## src/wdnmi_pkg.sv

```systemverilog
// Purpose: shared constants and types of the watchdog nmi timer
// Assumes: 32-bit AHB-Lite register bus, one clock
// Notes: register indices are scaled by four to form byte addresses
`default_nettype none
package wdnmi_pkg;
  // ---------------------------------------------------------------
  // counting
  // ---------------------------------------------------------------
  localparam int unsigned SLOW_OSC_HZ = 32768;
  localparam int unsigned TICK_HZ = 256;
  localparam int unsigned PRESC_DIV = SLOW_OSC_HZ / TICK_HZ;
  localparam int unsigned PRESC_W = $clog2(PRESC_DIV);
  localparam int unsigned CNT_W = 10;
  localparam logic [CNT_W-1:0] CNT_MAX = 10'h3FF;
  localparam logic [15:0] NMI_VECTOR = 16'h0100;
  // ---------------------------------------------------------------
  // register map
  // ---------------------------------------------------------------
  localparam logic [31:0] CTRL_IDX = 32'h0000FF07;
  localparam logic [31:0] STS_IDX = 32'h0000FF08;
  localparam logic [31:0] MSK_IDX = 32'h0000FF09;
  localparam logic [31:0] CTRL_ADDR = {CTRL_IDX[29:0], 2'b00};
  localparam logic [31:0] STS_ADDR = {STS_IDX[29:0], 2'b00};
  localparam logic [31:0] MSK_ADDR = {MSK_IDX[29:0], 2'b00};
  localparam int unsigned CTRL_CLR_BIT = 0;
  localparam int unsigned CTRL_EN_BIT = 1;
  localparam int unsigned EV_TIMEOUT_BIT = 0;
  localparam logic EN_RESET = 1'b1;
  localparam logic [1:0] SEL_NONE = 2'h0;
  localparam logic [1:0] SEL_CTRL = 2'h1;
  localparam logic [1:0] SEL_STS = 2'h2;
  localparam logic [1:0] SEL_MSK = 2'h3;
  // ---------------------------------------------------------------
  // state
  // ---------------------------------------------------------------
  typedef struct packed {
    logic osc_s1;
    logic osc_s2;
    logic osc_s3;
    logic [PRESC_W-1:0] presc;
    logic [CNT_W-1:0] cnt;
    logic en;
    logic ev_sts;
    logic ev_msk;
    logic nmi_pend;
    logic sp1_seen;
    logic sp2_seen;
    logic sp_ok;
    logic dp_wr;
    logic [1:0] dp_sel;
    logic [31:0] rdata;
  } wdnmi_state_t;
  localparam wdnmi_state_t ST_RESET = '{en: EN_RESET, default: '0};
endpackage : wdnmi_pkg
`default_nettype wire

```

## src/wdnmi_top.sv

```systemverilog
// Purpose: watchdog that raises a non-maskable interrupt on timeout
// Assumes: slow oscillator pin is asynchronous to i_clk
// Notes: zero-wait AHB-Lite slave, always OKAY
//
// Function
// the counter steps on a 256 Hz tick divided from the slow oscillator.
// counting starts right after reset and software may stop it later.
// a timeout nmi follows when no clear came for 3 to 4 s of counting.
// the timeout is the overflow of a 10-bit binary counter.
// counting goes on in halt and the nmi releases the cpu from halt.
// the nmi is taken regardless of the cpu interrupt enable flag.
// the nmi is held back until both stack pointer halves are written.
// the nmi vector is program address 0100H.
// control bit D1 is a read/write enable; 0 stops counting and nmi.
// the enable bit is 1 after reset.
// writing 1 to bit D0 zeroes the counter, writing 0 does nothing.
// bit D0 always reads 0.
// bits D3 and D2 read 0 and hold nothing.
// software clears the watchdog at least every 3 s.
// software not using the watchdog disables it soon after reset.
// one request per overflow; the counter wraps to zero and goes on.
`timescale 1ns/10ps
`default_nettype none
module wdnmi_top #(
  parameter int unsigned PRESC_DIV = wdnmi_pkg::PRESC_DIV
) (
  input wire logic i_clk,
  input wire logic i_reset,
  input wire logic i_low_speed_oscillator,
  input wire logic i_hsel,
  input wire logic [31:0] i_haddr,
  input wire logic [1:0] i_htrans,
  input wire logic i_hwrite,
  input wire logic [2:0] i_hsize,
  input wire logic [31:0] i_hwdata,
  input wire logic i_hready,
  output logic o_hreadyout,
  output logic o_hresp,
  output logic [31:0] o_hrdata,
  input wire logic i_stack_pointer_one_wr,
  input wire logic i_stack_pointer_two_wr,
  input wire logic i_nmi_ack,
  output logic o_nmi_request,
  output logic o_halt_release,
  output logic [15:0] o_nmi_vector,
  output logic o_irq
);
  // ---------------------------------------------------------------
  // state
  // ---------------------------------------------------------------
  localparam logic [wdnmi_pkg::PRESC_W-1:0] PRESC_LAST =
    wdnmi_pkg::PRESC_W'(PRESC_DIV - 1);
  wdnmi_pkg::wdnmi_state_t st_ff;
  wdnmi_pkg::wdnmi_state_t nxt_st;
  logic osc_rise;
  logic tick;
  logic ovf;
  logic clr;
  logic take;
  logic [1:0] sel;

  always_comb begin
    nxt_st = st_ff;
    tick = 1'b0;
    ovf = 1'b0;
    clr = 1'b0;
    sel = wdnmi_pkg::SEL_NONE;
    // slow oscillator: two flops, then edge detect on the third
    nxt_st.osc_s1 = i_low_speed_oscillator;
    nxt_st.osc_s2 = st_ff.osc_s1;
    nxt_st.osc_s3 = st_ff.osc_s2;
    osc_rise = st_ff.osc_s2 & ~st_ff.osc_s3;
    // prescaler free-runs, so a clear leaves up to one tick of slack
    if (osc_rise) begin
      if (st_ff.presc == PRESC_LAST) begin
        nxt_st.presc = '0;
        tick = 1'b1;
      end else begin
        nxt_st.presc = st_ff.presc + 1'b1;
      end
    end
    // control write in the data phase
    if (st_ff.dp_wr && st_ff.dp_sel == wdnmi_pkg::SEL_CTRL) begin
      nxt_st.en = i_hwdata[wdnmi_pkg::CTRL_EN_BIT];
      clr = i_hwdata[wdnmi_pkg::CTRL_CLR_BIT];
    end
    if (st_ff.dp_wr && st_ff.dp_sel == wdnmi_pkg::SEL_MSK) begin
      nxt_st.ev_msk = i_hwdata[wdnmi_pkg::EV_TIMEOUT_BIT];
    end
    if (st_ff.dp_wr && st_ff.dp_sel == wdnmi_pkg::SEL_STS &&
        i_hwdata[wdnmi_pkg::EV_TIMEOUT_BIT]) begin
      nxt_st.ev_sts = 1'b0;
    end
    // counter: halt does not gate it
    if (clr) begin
      nxt_st.cnt = '0;
    end else if (st_ff.en && tick) begin
      nxt_st.cnt = st_ff.cnt + 1'b1;
      ovf = (st_ff.cnt == wdnmi_pkg::CNT_MAX);
    end
    // set wins over clear on both flags
    if (i_nmi_ack) begin
      nxt_st.nmi_pend = 1'b0;
    end
    if (ovf) begin
      nxt_st.nmi_pend = 1'b1;
      nxt_st.ev_sts = 1'b1;
    end
    // stack pointer pairing
    if (i_stack_pointer_one_wr || i_stack_pointer_two_wr) begin
      nxt_st.sp_ok = 1'b0;
      nxt_st.sp1_seen = st_ff.sp1_seen | i_stack_pointer_one_wr;
      nxt_st.sp2_seen = st_ff.sp2_seen | i_stack_pointer_two_wr;
      if (nxt_st.sp1_seen && nxt_st.sp2_seen) begin
        nxt_st.sp_ok = 1'b1;
        nxt_st.sp1_seen = 1'b0;
        nxt_st.sp2_seen = 1'b0;
      end
    end
    // ---------------------------------------------------------------
    // bus address phase
    // ---------------------------------------------------------------
    take = i_hsel & i_htrans[1] & i_hready;
    if (i_haddr == wdnmi_pkg::CTRL_ADDR) begin
      sel = wdnmi_pkg::SEL_CTRL;
    end else if (i_haddr == wdnmi_pkg::STS_ADDR) begin
      sel = wdnmi_pkg::SEL_STS;
    end else if (i_haddr == wdnmi_pkg::MSK_ADDR) begin
      sel = wdnmi_pkg::SEL_MSK;
    end
    nxt_st.dp_wr = take & i_hwrite;
    nxt_st.dp_sel = take ? sel : wdnmi_pkg::SEL_NONE;
    // read data from post-write values so write-then-read sees the write
    nxt_st.rdata = '0;
    if (take && !i_hwrite) begin
      if (sel == wdnmi_pkg::SEL_CTRL) begin
        nxt_st.rdata[wdnmi_pkg::CTRL_EN_BIT] = nxt_st.en;
      end else if (sel == wdnmi_pkg::SEL_STS) begin
        nxt_st.rdata[wdnmi_pkg::EV_TIMEOUT_BIT] = nxt_st.ev_sts;
      end else if (sel == wdnmi_pkg::SEL_MSK) begin
        nxt_st.rdata[wdnmi_pkg::EV_TIMEOUT_BIT] = nxt_st.ev_msk;
      end
    end
  end

  always_ff @(posedge i_clk) begin
    if (i_reset) begin
      st_ff <= wdnmi_pkg::ST_RESET;
    end else begin
      st_ff <= nxt_st;
    end
  end

  // ---------------------------------------------------------------
  // outputs
  // ---------------------------------------------------------------
  assign o_hreadyout = 1'b1;
  assign o_hresp = 1'b0;
  assign o_hrdata = st_ff.rdata;
  // no interrupt-enable input on purpose: the request cannot be masked
  assign o_nmi_request = st_ff.nmi_pend & st_ff.sp_ok;
  assign o_halt_release = o_nmi_request;
  assign o_nmi_vector = wdnmi_pkg::NMI_VECTOR;
  assign o_irq = st_ff.ev_sts & st_ff.ev_msk;
endmodule : wdnmi_top
`default_nettype wire
```

## config.mk

```make
export PLATFORM = sky130hd
export DESIGN_NAME = wdnmi_top
export DESIGN_NICKNAME = d
export VERILOG_FILES = /design/src/wdnmi_pkg.sv /design/src/wdnmi_top.sv
export SDC_FILE = /design/constraint.sdc
export NUM_CORES = 1
export LEC_CHECK = 0
export BUFFER_PORTS_ARGS = -buffer_cell sky130_fd_sc_hd__buf_2
export CAP_MARGIN = 25
export CELL_PAD_IN_SITES_DETAIL_PLACEMENT = 1
export CELL_PAD_IN_SITES_GLOBAL_PLACEMENT = 2
export CORE_ASPECT_RATIO = 0.9
export CORE_UTILIZATION = 23
export DETAILED_ROUTE_END_ITERATION = 8
export PLACE_DENSITY_LB_ADDON = 0.1
export SYNTH_ARGS = -nofsm -noshare
export SYNTH_HDL_FRONTEND = slang
export SYNTH_SLANG_ARGS = --single-unit
export TNS_END_PERCENT = 10
```

## constraint.sdc

```tcl
create_clock -name i_clk -period 2.7 [get_ports i_clk]
set_input_delay 0.27 -clock i_clk [delete_from_list [all_inputs] [get_ports i_clk]]
set_output_delay 0.27 -clock i_clk [all_outputs]
set_load 0.05 [all_outputs]
```

; ---- Yosys cells after proc, flatten, opt, wreduce, memory -nomap -nowiden
; Cells that the tools add are included.
; Widths: inputs -> output; s select.
[classes]
magnitude_cmp = 0
eq_ne = 11
bitwise = 12
n_mul = 0
muxes = 18
div = 0
add_sub_neg = 2
n_shift = 0
reduce_logical = 14
[op_table]
columns = cell, n
row1 = $eq 32x18->1 const B, 3
row2 = $mux 1, 13
row3 = $add 10x1->10 const B, 1
row4 = $eq 10x10->1 const B, 1
row5 = $eq 2x2->1 const B, 4
row6 = $add 7x1->7 const B, 1
row7 = $eq 7x7->1 const B, 1
row8 = $logic_and 1x1->1, 7
row9 = $mux 7, 1
row10 = $and 1x1->1, 6
row11 = $mux 2, 3
row12 = $reduce_or 3->1, 2
row13 = $eq 2x1->1 const B, 2
row14 = $not 1->1, 4
row15 = $reduce_or 2->1, 2
row16 = $mux 3, 1
row17 = $or 1x1->1, 2
row18 = $reduce_bool 2->1, 1
row19 = $logic_not 1->1, 1
row20 = $logic_or 1x1->1, 1
[totals]
rom_bits = 0
ramBits = 0
memories = 0
in_bits = 78
word_cells = 74
reg_bits = 62
output_inout_bits = 53
latch_bits = 0

; ---- Depth between registers and ports, before layout
[logic_depth]
ltp_word = 8
mapped_depth = 5
depth_no_buf = 5

; ---- Worst setup path after synthesis
; No wires, ideal clock.
[synth_path]
path_kind = input-to-reg
start = in i_haddr[7]
end = reg st_ff (netlist bit o_hrdata[1])
arrival_ns = 1.545
required_ns = 2.612
path_stages = 3
path_slack_ns = 1.068
setup_ns = 0.088
path_cell_list = or4_1 -> or4_4 -> nor4_2
[synth_via]
elab_chain_cells = 7
[synth_rtl]
columns = element, line
row1 = start: declaration, wdnmi_top.sv:31  ; input wire logic [31:0] i_haddr,
row2 = $eq 32x18->1, wdnmi_top.sv:128  ; end else if (i_haddr == wdnmi_pkg::MSK_ADDR) begin
row3 = $mux 2, wdnmi_top.sv:128
row4 = $mux 2, wdnmi_top.sv:126  ; end else if (i_haddr == wdnmi_pkg::STS_ADDR) begin
row5 = $mux 2 *, wdnmi_top.sv:124  ; if (i_haddr == wdnmi_pkg::CTRL_ADDR) begin
row6 = $eq 2x1->1 *, wdnmi_top.sv:136  ; if (sel == wdnmi_pkg::SEL_CTRL) begin
row7 = $not 1->1 (no source line) *, -
row8 = $reduce_or 3->1 (no source line) *, -
row9 = end signal: assignment, wdnmi_top.sv:148  ; st_ff <= wdnmi_pkg::ST_RESET;
row10 = end signal: assignment, wdnmi_top.sv:150  ; st_ff <= nxt_st;
row11 = end: declaration, wdnmi_top.sv:53  ; wdnmi_pkg::wdnmi_state_t st_ff;
; Every way passes the cells marked *; elsewhere a longest branch is shown, timed or not.
; A chain may end at the register's enable or synchronous reset.

; ---- Worst setup path after layout
[layout_path]
start = reg st_ff[52] (netlist bit)
end = reg st_ff[51] (netlist bit)
[layout_via]
elab_chain_cells = 4
[layout_rtl]
columns = element, line
row1 = $eq 7x7->1, wdnmi_top.sv:75  ; if (st_ff.presc == PRESC_LAST) begin
row2 = $mux 1, wdnmi_top.sv:75
row3 = $mux 1, wdnmi_top.sv:74  ; if (osc_rise) begin
row4 = $logic_and 1x1->1, wdnmi_top.sv:97  ; end else if (st_ff.en && tick) begin
; No other way between the ends.

==> metrics.md <==
| Metric | Value |
|---|---|
| Status | finished clean |
| GRT met3 Usage | 0.0337 |
| Post-placement cell count | between 300 and 400 |
| Sum Neg Setup Slack | 0 ns |
| Netlist cell types | 37 |
| Total number of vias | 1464 |
| Clk_skew | 0.00586 ns |
| Chip Width | around 97 um |
| Worst setup SP type | register |
| Slew Limit Fails | 0 |
| Resized Gates After CTS | 0 |
| RePlAce Congestion | 0.678 |
| RSZ-0062 raised after global routing | false |
| Sink Count | 32 |
| Max Fclk | 510 MHz |
| Fin nets | between 300 and 400 |
| Critical Path RT | 2.86 ns |
| Max Root-Sink Buffers | 2 |
| P_leak | between 0.8 and 0.9 nW |
| Asr flop ratio synth | 0 |
| Remaining DRCs | 0 |
| Layout Cells excl Fill | roughly 360 |
| CP Data Arrival Time | ~2.1 ns |
| Worst-skew pair later-pin latency | 0.29 ns |
| TritonRoute pass-1 iters | 4 |
| Row count | 30 |
| Remaining Overflow, GRT | 0 |
| Met2 GRT Util | 0.172 |
| Worst-margin pin slew | 0.581 ns |
| Logic pwr share | 0.170 |
| Core ar. | just under 8000 um2 |
| Worst-path maximum fanout | 7 |
| Final count of negative-setup-slack endpoints | 0 |
| Number of global-route vias before repair | 1420 |
| Initial core utilization | 0.241 |
| Worst setup EP type | register |
| Clk pwr share | 0.430 |
| EDFF count, synth | 0 |
| Sequential share of power | 0.400 |
| Die footprint | 8440 um2 |
| Setup Fix Bufs, Post-CTS | 0 |
| Net Sw Frac | 0.305 |
| Hold Crit Class | input port to register |
| Pwr/cell area | 569 nW/um2 |
| Post-Synthesis Cells | 214 |
| Share of layout cells above drive strength 1 | 0.245 |
| Final Hold Fails | 0 |
| Post-route ant nets | 0 |
| Period utilisation layout | 0.726 |
| Worst vdd ir | 0.215 mV |
| First-pass GRT wire length | 7.00 mm |
| Primary FF master, synth | dfxtp_1 |
| # fillers | 942 |
| Chip height | 87.3 um |
| Crit path kind | register to register |
| WHS | 0.181 ns |
| Syn avg cell area | 8.68 um2 |
| Diode count | 0 |
| PortBufs | 48 |
| Multi-input logic area | 958 um2 |
| Layout area overhead | 13.9% |
| # hold bufs at CTS | 0 |
| Vias per cell | 4.10 |
| Synthesized cell area | 1860 um2 |
| Largest net degree at the start of global routing | 19 |
| Gr usage total | 0.105 |
| YS warnings | 0 |
| Final Critical Period | approximately 2.0 ns |
| Max-cap viol count | 0 |
| Initial antenna violation count | 0 |
| CTS buffer count | 5 |
| Iteration-0 DRC Markers | 19 |
| Sequential-to-total area share from yosys stat | 0.345 |
| I/O Pins | 131 |
| Most frequent cells in the layout | conb_1 (48), buf_2 (48), dfxtp_1 (32), nor2_1 (20), xnor2_1 (11) |
| Clock-pin slew on the worst setup and hold paths | ~0.070 ns |
| Relative slew margins | 0.609 |
| Yosys reg bits | 32 |
| Total number of H-tree levels | 2 |
| Drt wl/cell | ~12 um |
| Post-Route WL | ~4.3 mm |
| HPWL Detailed | 3.38 mm |
| GR peak layer | met2 |
| Clk root buf | clkbuf_8 |
| M1 GR Usage | 0.132 |
| CTS tree | yes |
| Reg area | approximately 640 um2 |
| P_sw | roughly 0.37 mW |
| Internal cell power | 0.837 mW |
[power by group through the flow]
stage	Combinational, mW	Clock, mW	Sequential, mW
2_1_floorplan	0.222	0	0.491
3_3_place_gp	0.203	0	0.492
3_5_place_dp	0.204	0	0.492
4_1_cts	0.204	0.536	0.481
5_1_grt	0.216	0.555	0.482
6_report	0.205	0.518	0.481
[path summary, 6_finish.rpt]
| check | startpoint | endpoint | slack [ns] | depth (start not counted) |
|---|---|---|---|---|
| max | st_ff[52] | st_ff[51] | 0.74 | 5 |
| min reg2reg | nxt_st[60] | nxt_st[59] | 0.44 | 1 |
| min | i_hwrite | o_hrdata[1] | 0.18 | 2 |
| max reg2reg | st_ff[52] | st_ff[51] | 0.74 | 5 |
[cell usage after synthesis, types with 2 or more instances]
library cell	instances	area share
xor2_1	2	0.0094
and4b_1	2	0.011
clkbuf_1	4	0.0081
nand2_1	5	0.010
dfxtp_1	32	0.34
buf_4	51	0.21
nor2b_1	4	0.013
xnor2_1	11	0.052
nand2b_1	3	0.010
nand3_1	6	0.016
nor4_1	9	0.030
and3_1	2	0.0067
conb_1	2	0.0040
nor2_1	20	0.040
nand4_1	10	0.034
a21oi_1	4	0.011
mux2i_1	6	0.032
nand4b_1	6	0.028
and2_1	3	0.010
o21ai_0	3	0.0081
inv_1	6	0.012
ha_1	2	0.013
nor3_1	7	0.019
[per-stage QoR]
stage          cell area (um2)  utilization  setup slack (ns)  power [mW]
2_1_floorplan             2030            -              1.07       0.713
3_3_place_gp              1990        0.259             0.726       0.695
3_5_place_dp              1990        0.259             0.739       0.696
4_1_cts                   2120        0.275             0.734        1.22
5_1_grt                   2120        0.275             0.601        1.25
6_report                  2120        0.275             0.739        1.20
[flip-flops by register name (all words and copies together), names as in the netlist]
register  flops
st_ff        28
nxt_st        2
o_hrdata      2
[cell type report]
class                   instances  area share
clock buffers                   7      0.0455
clock inverters                 1      0.0142
inverters                       6      0.0106
multi-input cells             166       0.453
flip-flops and latches         32       0.303
well taps                      96      0.0568
repair buffers                 49       0.117
[worst max-delay path, cell delays in order (launching register included)]
cell and delay [ns]:
dfxtp_1 0.36, ha_1 0.21, nand4_1 0.33, nor4_1 0.64, a31o_2 0.24, a21oi_1 0.05
[kinds of logic after synthesis]
family | after synthesis | synth area share
AO/OA/AOI/OAI | 12 | 0.0451
flip-flops | 32 | 0.345
adder cells (fa/ha/maj) | 2 | 0.0135
XOR/XNOR | 13 | 0.0613
AND/OR/NAND/NOR | 85 | 0.267
multiplexers | 6 | 0.0323
other | 2 | 0.00404
buffers and inverters | 62 | 0.232
[metal layers]
metal / vias up / wire length (um)
met2: 48 / 1920
li1: 731 / -
met1: 677 / 2050
met4: 0 / 55
met5: - / 0
met3: 8 / 228
No activity file was read; power rests on OpenSTA's default activity.
